## src/include/idedec_map.svh

```systemverilog
// Constants for the IDE address decoder
// Notes on behaviour
// - Primary select low when enable low and address in 1F0-1F7.
// - Alternate select low when enable low and address 3F6 or 3F7.
// - Low-byte enable on primary access, alternate reads, even alternate writes.
// - High-byte enable only for primary access while drive signals 16-bit transfer.
// - Bit 7 path on reads of primary block and even alternate address.
// - Bit 7 path on writes with primary select or even alternate address.
// - Odd alternate read keeps bit 7 path off for floppy disk-change status.
// - Odd alternate writes leave drive data transceivers high impedance.
`ifndef IDEDEC_MAP_SVH
`define IDEDEC_MAP_SVH
`define IDEDEC_ADDR_W     10
`define IDEDEC_PRI_BASE   10'h1F0
`define IDEDEC_PRI_MASK   10'h3F8
`define IDEDEC_ALT_BASE   10'h3F6
`define IDEDEC_ALT_MASK   10'h3FE
`define IDEDEC_PRI_TAG    7'h3E
`define IDEDEC_ALT_TAG    9'h1FB
`define IDEDEC_PRI_REGS   8
`define IDEDEC_ALT_REGS   2
`endif

```

## src/include/idedec_pkg.sv

```systemverilog
// Types for the IDE address decoder
package idedec_pkg;
   typedef enum logic [1:0] {IDEDEC_NONE, IDEDEC_PRI, IDEDEC_ALT} idedec_blk_t;
endpackage

```

## src/verilog/idedec_match.sv

```systemverilog
// Address block matcher
`timescale 1ns/1ps
`default_nettype none
`include "idedec_map.svh"
module idedec_match
   import idedec_pkg::*;
(
   input  wire logic [9:0] addr,
   input  wire logic       aen,
   output var idedec_blk_t blk
);
   always_comb begin
      blk = IDEDEC_NONE;
      if (!aen && ((addr & `IDEDEC_PRI_MASK) == `IDEDEC_PRI_BASE)) begin
         blk = IDEDEC_PRI;
      end else if (!aen && ((addr & `IDEDEC_ALT_MASK) == `IDEDEC_ALT_BASE)) begin
         blk = IDEDEC_ALT;
      end
   end
endmodule // idedec_match
`default_nettype wire

```

## src/verilog/idedec_top.sv

```systemverilog
// IDE address decoder: chip selects and transceiver enables
`timescale 1ns/1ps
`default_nettype none
`include "idedec_map.svh"
module idedec_top
   import idedec_pkg::*;
(
   input  wire logic       mclk,
   input  wire logic       rst_b,
   input  wire logic [9:0] addr,
   input  wire logic       aen,
   input  wire logic       rdStrobe_b,
   input  wire logic       wrStrobe_b,
   input  wire logic       iocs16_b,
   input  wire logic       ideEnable,
   output logic            primaryBlockSelect_b,
   output logic            alternateBlockSelect_b,
   output logic            lowByteXcvrEnable_b,
   output logic            highByteXcvrEnable_b,
   output logic            bit7PathEnable
);
   // ==========================================
   // Decode
   idedec_blk_t blk;
   logic        pri;
   logic        alt;
   logic        rd;
   logic        wr;
   logic        evenA;

   idedec_match uMatch (
      .addr (addr),
      .aen  (aen),
      .blk  (blk)
   );

   assign pri   = ideEnable && (blk == IDEDEC_PRI);
   assign alt   = ideEnable && (blk == IDEDEC_ALT);
   assign rd    = !rdStrobe_b;
   assign wr    = !wrStrobe_b;
   assign evenA = !addr[0];

   assign primaryBlockSelect_b   = !pri;
   assign alternateBlockSelect_b = !alt;
   assign lowByteXcvrEnable_b    = !((pri && (rd || wr))
                                     || (alt && (rd || (wr && evenA))));
   assign highByteXcvrEnable_b   = !(!iocs16_b && pri && (rd || wr));
   assign bit7PathEnable = (rd && (pri || (alt && evenA)))
                         || (wr && (pri || (alt && evenA)));

   // ==========================================
   // Checks
   logic        chkPri;
   logic        chkAlt;
   logic        anyStrobe;

   // Second decode by address field, kept apart from the matcher
   assign chkPri    = ideEnable && !aen && (addr[9:3] == `IDEDEC_PRI_TAG);
   assign chkAlt    = ideEnable && !aen && (addr[9:1] == `IDEDEC_ALT_TAG);
   assign anyStrobe = !rdStrobe_b || !wrStrobe_b;

   // ==========================================
   // Block selects
   AST_PRI: assert property (@(posedge mclk) disable iff (!rst_b)
      chkPri
      |-> !primaryBlockSelect_b)
      else $error("primary select missing");
   AST_PRI_ONLY: assert property (@(posedge mclk) disable iff (!rst_b)
      !primaryBlockSelect_b
      |-> chkPri)
      else $error("primary select outside its block");
   AST_ALT: assert property (@(posedge mclk) disable iff (!rst_b)
      chkAlt
      |-> !alternateBlockSelect_b)
      else $error("alternate select missing");
   AST_ALT_ONLY: assert property (@(posedge mclk) disable iff (!rst_b)
      !alternateBlockSelect_b
      |-> chkAlt)
      else $error("alternate select outside its block");
   AST_SEL_AEN: assert property (@(posedge mclk) disable iff (!rst_b)
      aen
      |-> (primaryBlockSelect_b && alternateBlockSelect_b))
      else $error("select active while address enable high");
   AST_SEL_ONE: assert property (@(posedge mclk) disable iff (!rst_b)
      !primaryBlockSelect_b
      |-> alternateBlockSelect_b)
      else $error("both selects active");
   for (genvar g = 0; g < `IDEDEC_PRI_REGS; g++) begin : gPriReg
      AST_PRI_REG: assert property (@(posedge mclk) disable iff (!rst_b)
         (ideEnable && !aen && (addr == `IDEDEC_PRI_BASE + 10'(g)))
         |-> (!primaryBlockSelect_b && alternateBlockSelect_b))
         else $error("primary register address not decoded");
   end
   for (genvar g = 0; g < `IDEDEC_ALT_REGS; g++) begin : gAltReg
      AST_ALT_REG: assert property (@(posedge mclk) disable iff (!rst_b)
         (ideEnable && !aen && (addr == `IDEDEC_ALT_BASE + 10'(g)))
         |-> (!alternateBlockSelect_b && primaryBlockSelect_b))
         else $error("alternate register address not decoded");
   end

   // ==========================================
   // Low-byte transceiver
   AST_LO: assert property (@(posedge mclk) disable iff (!rst_b)
      (!alternateBlockSelect_b && rd && wrStrobe_b)
      |-> !lowByteXcvrEnable_b)
      else $error("low byte enable missing on alternate read");
   AST_LO_PRI: assert property (@(posedge mclk) disable iff (!rst_b)
      (chkPri && anyStrobe)
      |-> !lowByteXcvrEnable_b)
      else $error("low byte enable missing on primary access");
   AST_LO_ALTWR: assert property (@(posedge mclk) disable iff (!rst_b)
      (chkAlt && wr && rdStrobe_b && !addr[0])
      |-> !lowByteXcvrEnable_b)
      else $error("low byte enable missing on even alternate write");
   AST_LO_ONLY: assert property (@(posedge mclk) disable iff (!rst_b)
      !lowByteXcvrEnable_b
      |-> (anyStrobe && (chkPri || (chkAlt && (rd || !addr[0])))))
      else $error("low byte enable outside a decoded access");
   AST_LO_IDLE: assert property (@(posedge mclk) disable iff (!rst_b)
      !anyStrobe
      |-> lowByteXcvrEnable_b)
      else $error("low byte enable without a strobe");

   // ==========================================
   // High-byte transceiver
   AST_HI: assert property (@(posedge mclk) disable iff (!rst_b)
      !highByteXcvrEnable_b
      |-> (!primaryBlockSelect_b && !iocs16_b))
      else $error("high byte enable outside primary 16-bit access");
   AST_HI_ON: assert property (@(posedge mclk) disable iff (!rst_b)
      (chkPri && !iocs16_b && anyStrobe)
      |-> !highByteXcvrEnable_b)
      else $error("high byte enable missing on primary 16-bit access");
   AST_HI_8BIT: assert property (@(posedge mclk) disable iff (!rst_b)
      iocs16_b
      |-> highByteXcvrEnable_b)
      else $error("high byte enable without 16-bit indication");
   AST_HI_ALT: assert property (@(posedge mclk) disable iff (!rst_b)
      !alternateBlockSelect_b
      |-> highByteXcvrEnable_b)
      else $error("high byte enable in alternate block");
   AST_HI_IDLE: assert property (@(posedge mclk) disable iff (!rst_b)
      !anyStrobe
      |-> highByteXcvrEnable_b)
      else $error("high byte enable without a strobe");

   // ==========================================
   // Bit 7 path
   AST_D7R: assert property (@(posedge mclk) disable iff (!rst_b)
      (!primaryBlockSelect_b && rd)
      |-> bit7PathEnable)
      else $error("bit 7 path missing on primary read");
   AST_D7R_ALT: assert property (@(posedge mclk) disable iff (!rst_b)
      (chkAlt && rd && !addr[0])
      |-> bit7PathEnable)
      else $error("bit 7 path missing on even alternate read");
   AST_D7W: assert property (@(posedge mclk) disable iff (!rst_b)
      (!alternateBlockSelect_b && wr && !addr[0])
      |-> bit7PathEnable)
      else $error("bit 7 path missing on even alternate write");
   AST_D7W_PRI: assert property (@(posedge mclk) disable iff (!rst_b)
      (chkPri && wr)
      |-> bit7PathEnable)
      else $error("bit 7 path missing on primary write");
   AST_D7_ONLY: assert property (@(posedge mclk) disable iff (!rst_b)
      bit7PathEnable
      |-> (anyStrobe && (chkPri || (chkAlt && !addr[0]))))
      else $error("bit 7 path outside a decoded access");
   AST_D7_IDLE: assert property (@(posedge mclk) disable iff (!rst_b)
      !anyStrobe
      |-> !bit7PathEnable)
      else $error("bit 7 path without a strobe");

   // ==========================================
   // Odd alternate address
   AST_ODDRD: assert property (@(posedge mclk) disable iff (!rst_b)
      (!alternateBlockSelect_b && addr[0])
      |-> !bit7PathEnable)
      else $error("bit 7 path on odd alternate address");
   AST_ODDRD_LO: assert property (@(posedge mclk) disable iff (!rst_b)
      (chkAlt && addr[0] && rd)
      |-> !lowByteXcvrEnable_b)
      else $error("low byte enable missing on odd alternate read");
   AST_ODDWR: assert property (@(posedge mclk) disable iff (!rst_b)
      (!alternateBlockSelect_b && addr[0] && wr && rdStrobe_b)
      |-> lowByteXcvrEnable_b)
      else $error("transceiver driven on odd alternate write");
   AST_ODDWR_HI: assert property (@(posedge mclk) disable iff (!rst_b)
      (chkAlt && addr[0] && wr && rdStrobe_b)
      |-> (highByteXcvrEnable_b && !bit7PathEnable))
      else $error("data path driven on odd alternate write");

   // ==========================================
   // Disabled mode
   AST_OFF: assert property (@(posedge mclk) disable iff (!rst_b)
      !ideEnable
      |-> (primaryBlockSelect_b && alternateBlockSelect_b && lowByteXcvrEnable_b
           && highByteXcvrEnable_b && !bit7PathEnable))
      else $error("output active while disabled");

   // ==========================================
   // Coverage
   COV_PRI16: cover property (@(posedge mclk) disable iff (!rst_b) !highByteXcvrEnable_b);
   COV_ALTRD: cover property (@(posedge mclk) disable iff (!rst_b)
      !alternateBlockSelect_b && rd && addr[0]);
   COV_ALTWR: cover property (@(posedge mclk) disable iff (!rst_b)
      !alternateBlockSelect_b && wr && !addr[0]);
   COV_ODDWR: cover property (@(posedge mclk) disable iff (!rst_b)
      !alternateBlockSelect_b && wr && addr[0]);
   COV_OFF: cover property (@(posedge mclk) disable iff (!rst_b)
      !ideEnable && !aen && anyStrobe && (addr[9:3] == `IDEDEC_PRI_TAG));
endmodule // idedec_top
`default_nettype wire
```

## config.mk

```make
export PLATFORM = sky130hd
export DESIGN_NAME = idedec_top
export DESIGN_NICKNAME = d
export VERILOG_FILES = /design/src/include/idedec_pkg.sv /design/src/verilog/idedec_match.sv /design/src/verilog/idedec_top.sv
export VERILOG_INCLUDE_DIRS = /design/src /design/src/include
export SDC_FILE = /design/constraint.sdc
export NUM_CORES = 1
export LEC_CHECK = 0
export BUFFER_PORTS_ARGS = -buffer_cell sky130_fd_sc_hd__buf_4
export CAP_MARGIN = 20
export CORE_AREA = 2 2 39 41
export DETAILED_ROUTE_END_ITERATION = 8
export DIE_AREA = 0 0 41 43
export GPL_TIMING_DRIVEN = 0
export PLACE_DENSITY_LB_ADDON = 0.15
export SYNTH_ARGS = -nofsm -noshare
export SYNTH_HDL_FRONTEND = slang
export SYNTH_SLANG_ARGS = --single-unit
```

## constraint.sdc

```tcl
create_clock -name vclk -period 1
set_input_delay 0 -clock vclk [all_inputs]
set_output_delay 0 -clock vclk [all_outputs]
set_load 0.02 [all_outputs]
```

Word-level counts from Yosys, hierarchy flattened
Index checks and enable logic that the tools add are counted.
{ "classes": {"n_eq_ne": 4, "mul": 0, "addsub": 0, "n_shift": 0, "n_div": 0, "reduce_logical": 26, "bitwise": 0, "order_cmp": 0, "mux": 2} }
{ "op_table": {"columns": ["operator", "n"], "rows": [
  ["1-bit logical AND", 12],
  ["9-bit equality test, second input constant", 1],
  ["1-bit zero test", 9],
  ["7-bit by 6-bit equality test with 1-bit output, second input constant", 1],
  ["1-bit logical OR", 5],
  ["2-bit two-way mux", 2],
  ["2-bit by 1-bit equality test with 1-bit output, second input constant", 1],
  ["2-bit equality test, second input constant", 1]
]} }
{ "word_totals": {"latchBits": 0, "in_bits": 17, "n_memories": 0, "ramBits": 0, "out_inout_bits": 5, "regBits": 0, "romBits": 0} }

Depth between registers and ports, before layout
{ "depth": {"word_depth": 10, "ltp_mapped": 3} }

Cells and area by module
From an unflattened synthesis, not the netlist that was laid out.
{ "unflattened": {"cells_unflattened": 18, "hier_area_um2": 128.9} }
{ "modules_own_cells": {"columns": ["module", "instances", "seq_area_each_um2", "area_each_um2", "cells_each"], "rows": [
  ["idedec_top", 1, 0.0, 72.6, 13],
  ["idedec_match", 1, 0.0, 56.3, 5]
]} }

Least setup slack after synthesis
No wires, ideal clock.
{ "synth_timing": {"kind": "input to output", "startpoint": "input addr[3]", "endpoint": "output highByteXcvrEnable_b", "setup_slack_ns": -0.048, "required_ns": 1.000, "cell_stages": 3, "arrival_time_ns": 1.048, "path_buffers": 0, "path_cell_list": "nand4b_1 -> or3_4 -> or3b_1"} }
{ "synth_via": {"elab_chain_cells": 9, "elab_cells_between_ends": 11, "classes_between": "3 x eq/ne; 2 x mux; 6 x reduce/logical"} }
{ "synth_lines": {"columns": ["item", "line_no", "text"], "rows": [
  ["start: declaration", "idedec_top.sv:10", "input wire logic [9:0] addr,"],
  ["9-bit equality test (no source line)", null, null],
  ["1-bit logical AND", "idedec_match.sv:16", "end else if (!aen && ((addr & `IDEDEC_ALT_MASK) == `IDEDEC_ALT_BASE)) begin"],
  ["2-bit two-way mux", "idedec_match.sv:16", null],
  ["2-bit two-way mux (*)", "idedec_match.sv:14", "if (!aen && ((addr & `IDEDEC_PRI_MASK) == `IDEDEC_PRI_BASE)) begin"],
  ["2-bit by 1-bit equality test with 1-bit output (*)", "idedec_top.sv:37", "assign pri = ideEnable && (blk == IDEDEC_PRI);"],
  ["1-bit logical AND (*)", "idedec_top.sv:37", null],
  ["1-bit logical AND (*) (2 in a row)", "idedec_top.sv:47", "assign highByteXcvrEnable_b = !(!iocs16_b && pri && (rd || wr));"],
  ["1-bit zero test (*)", "idedec_top.sv:47", null],
  ["end: declaration", "idedec_top.sv:19", "output logic highByteXcvrEnable_b,"]
]} }
Mark *: on every way between the ends. The rest lies on a longest branch, timed or not.

Worst setup path after layout
Ends and elaborated chain as after synthesis.

==> reports/results.ini <==
[status]
status = finished with violations
violations = setup timing

[detailed_routing]
num_vias = 175
routed_wl_um = 393
drtIter0Drc = 2
ant_nets = 0
first_pass_iters = 2
vias_per_cell = 3.57
drcViolationCount = 0
wl_per_cell_um = 8.02

[timing]
fin_hold_ws_ns = 0.295
tightest_slew_ns = 0.174
worst_slack_ns = -0.165
max_slew_margin_pct = 88.4
period_minus_slack_ns = 1.17
final_hold_viol_count = 0
max_freq_mhz = 858
setup_viol = 1
min_period_over_period_pct = 117
rsz0062_at_grt = true
finalMaxSlewViolations = 0

[final_layout]
synthToLayoutAreaGrowth_pct = 218
final_nets = 52
clock_buffers = 0
fin_util_pct = 19.0
design.seq.count = 0
diodes = 0
regArea_um2 = 0
drive_above_1_share_pct = 66.7

[critical_path]
cp_cell_sequence = buf_6 > nand4b_1 > or3_4 > or3b_4 > buf_6
cp.arrival_ns = 1.17
worst_path_largest_cell_delay_ns = 0.38
crit_type = input port to output port
cp_max_fo = 2
startpoint_type = input port
required_ns = 1.00
endpoint_kind = output port
crit_path_frequent_cell = buf_6
crit_slowest_cell = or3_4

[power]
combPwrFrac_pct = 100.0
sequentialPowerShare_pct = 0
clkPwrFrac_pct = 0
switching_share_pct = 26.0
power_w = 0.0000594
leakage_nw = 0.120
power_density_mw_per_mm2 = 226
p_int_w = 0.0000439
switching_power_w = 0.0000155
irDropWorstVdd_mv = 0.0317

[place]
place_hpwl_um = 385
place_congestion = 0.576
port_buffers = 20

[floorplanning]
die-area_mm2 = 0.00176
start_util_pct = 5.97
die_h_um = 43
die_x_um = 41
fp-row-count = 14
ioPinCount = 22
coreArea_mm2 = 0.00138

[logic_synthesis]
synthesis.nets = 30
ys_seq_area_share_pct = 0
synth_area_um2 = 82.6
avgSynthCellArea_um2 = 6.35
synth_cell_type_count = 10
synth_area_leader_cell = nand4b_1
yosys-top-cells-area = nand4b_1 (21%), or3_4 (14%), o21ai_0 (12%)
yosysTopAreaCellShare_pct = 21.2
yosysWarningCount = 0
netlist_instances = 13

[global_routing]
grt-ovfl-total = 0
antenna_found_initial = 0
grt_pass1_wl_um = 593
grt_pass1_vias = 183
grt.total_usage_pct = 4.40
grt_max_degree = 5

[min_path]
holdCritPathClass = input port to output port

[job]
max_cap_viol_count = 0

[clocking]
ctsHoldBuffers = 0

==> stage by stage <==
step	instance area, um^2	worst slack [ns]	TNS, ns	std cells
after floorplan	85.1	-0.00986	-0.00986	13
after global placement	255	-0.195	-0.195	49
after detailed placement	255	-0.212	-0.212	49
after CTS	263	-0.174	-0.174	49
after global routing	263	-0.207	-0.207	49
final	263	-0.165	-0.165	49
==> Yosys cell counts <==
library cell / instances
nor2_1: 1
and2_1: 1
or3_4: 1
nand3_1: 1
and3_1: 1
nand2_1: 2
nand4b_1: 2
nand4_1: 1
o21ai_0: 2
or3b_1: 1
==> routing by layer <==
layer,part of all wire [%],track usage [%]
met1,27,4.11
met2,64,9.69
met3,8.7,0
met4,0,0
met5,0,0
==> kinds of logic (layout without fill, tap and decap cells) <==
| group | Yosys count | after routing | share of synthesized area (%) |
|---|---|---|---|
| buffers and inverters | 0 | 20 | 0 |
| AND/OR/NAND/NOR | 11 | 11 | 87.9 |
| AO/OA/AOI/OAI | 2 | 2 | 12.1 |
==> power by group through the flow <==
stage / Combinational (W) / Clock (W) / Sequential (W)
after floorplan: 0.0000100 / 0 / 0
after global placement: 0.0000573 / 0 / 0
after detailed placement: 0.0000587 / 0 / 0
after CTS: 0.0000600 / 0 / 0
after global routing: 0.0000656 / 0 / 0
final: 0.0000594 / 0 / 0
==> critical path, delay by kind of cell <==
kind                   cells  cell delay, ns
and+or+nand+nor            3            0.94
buffers and inverters      2            0.23
==> path summary, 6_finish.rpt <==
path	to	start	cells after the start	slack, ns
worst max-delay path	highByteXcvrEnable_b	addr[3]	5	-0.17
worst min-delay path	highByteXcvrEnable_b	iocs16_b	3	0.30
==> final cells by class <==
| cell class | count | area (um^2) |
|---|---|---|
| Fill cell | 163 | 1120 |
| Tap cell | 16 | 20.0 |
| Timing Repair Buffer | 20 | 158 |
| Multi-Input combinational cell | 13 | 85.1 |
==> what timing repair did <==
action	CTS	global route
setup buffers	0	0
endpoints found under the setup margin	1	1
gates resized for setup	2	0
pin swaps	0	0
==> placed cells by master, fill, tap and decap left out <==
master and n:
nand2_1 2, nand4_1 1, and2_1 1, nand4b_1 2, or3b_4 1, o21ai_0 2
buf_6 2, nand3_1 1, buf_4 18, or3_4 1, nor2_1 1, and3_1 1
Note: power is estimated with default switching activity, not from simulation.
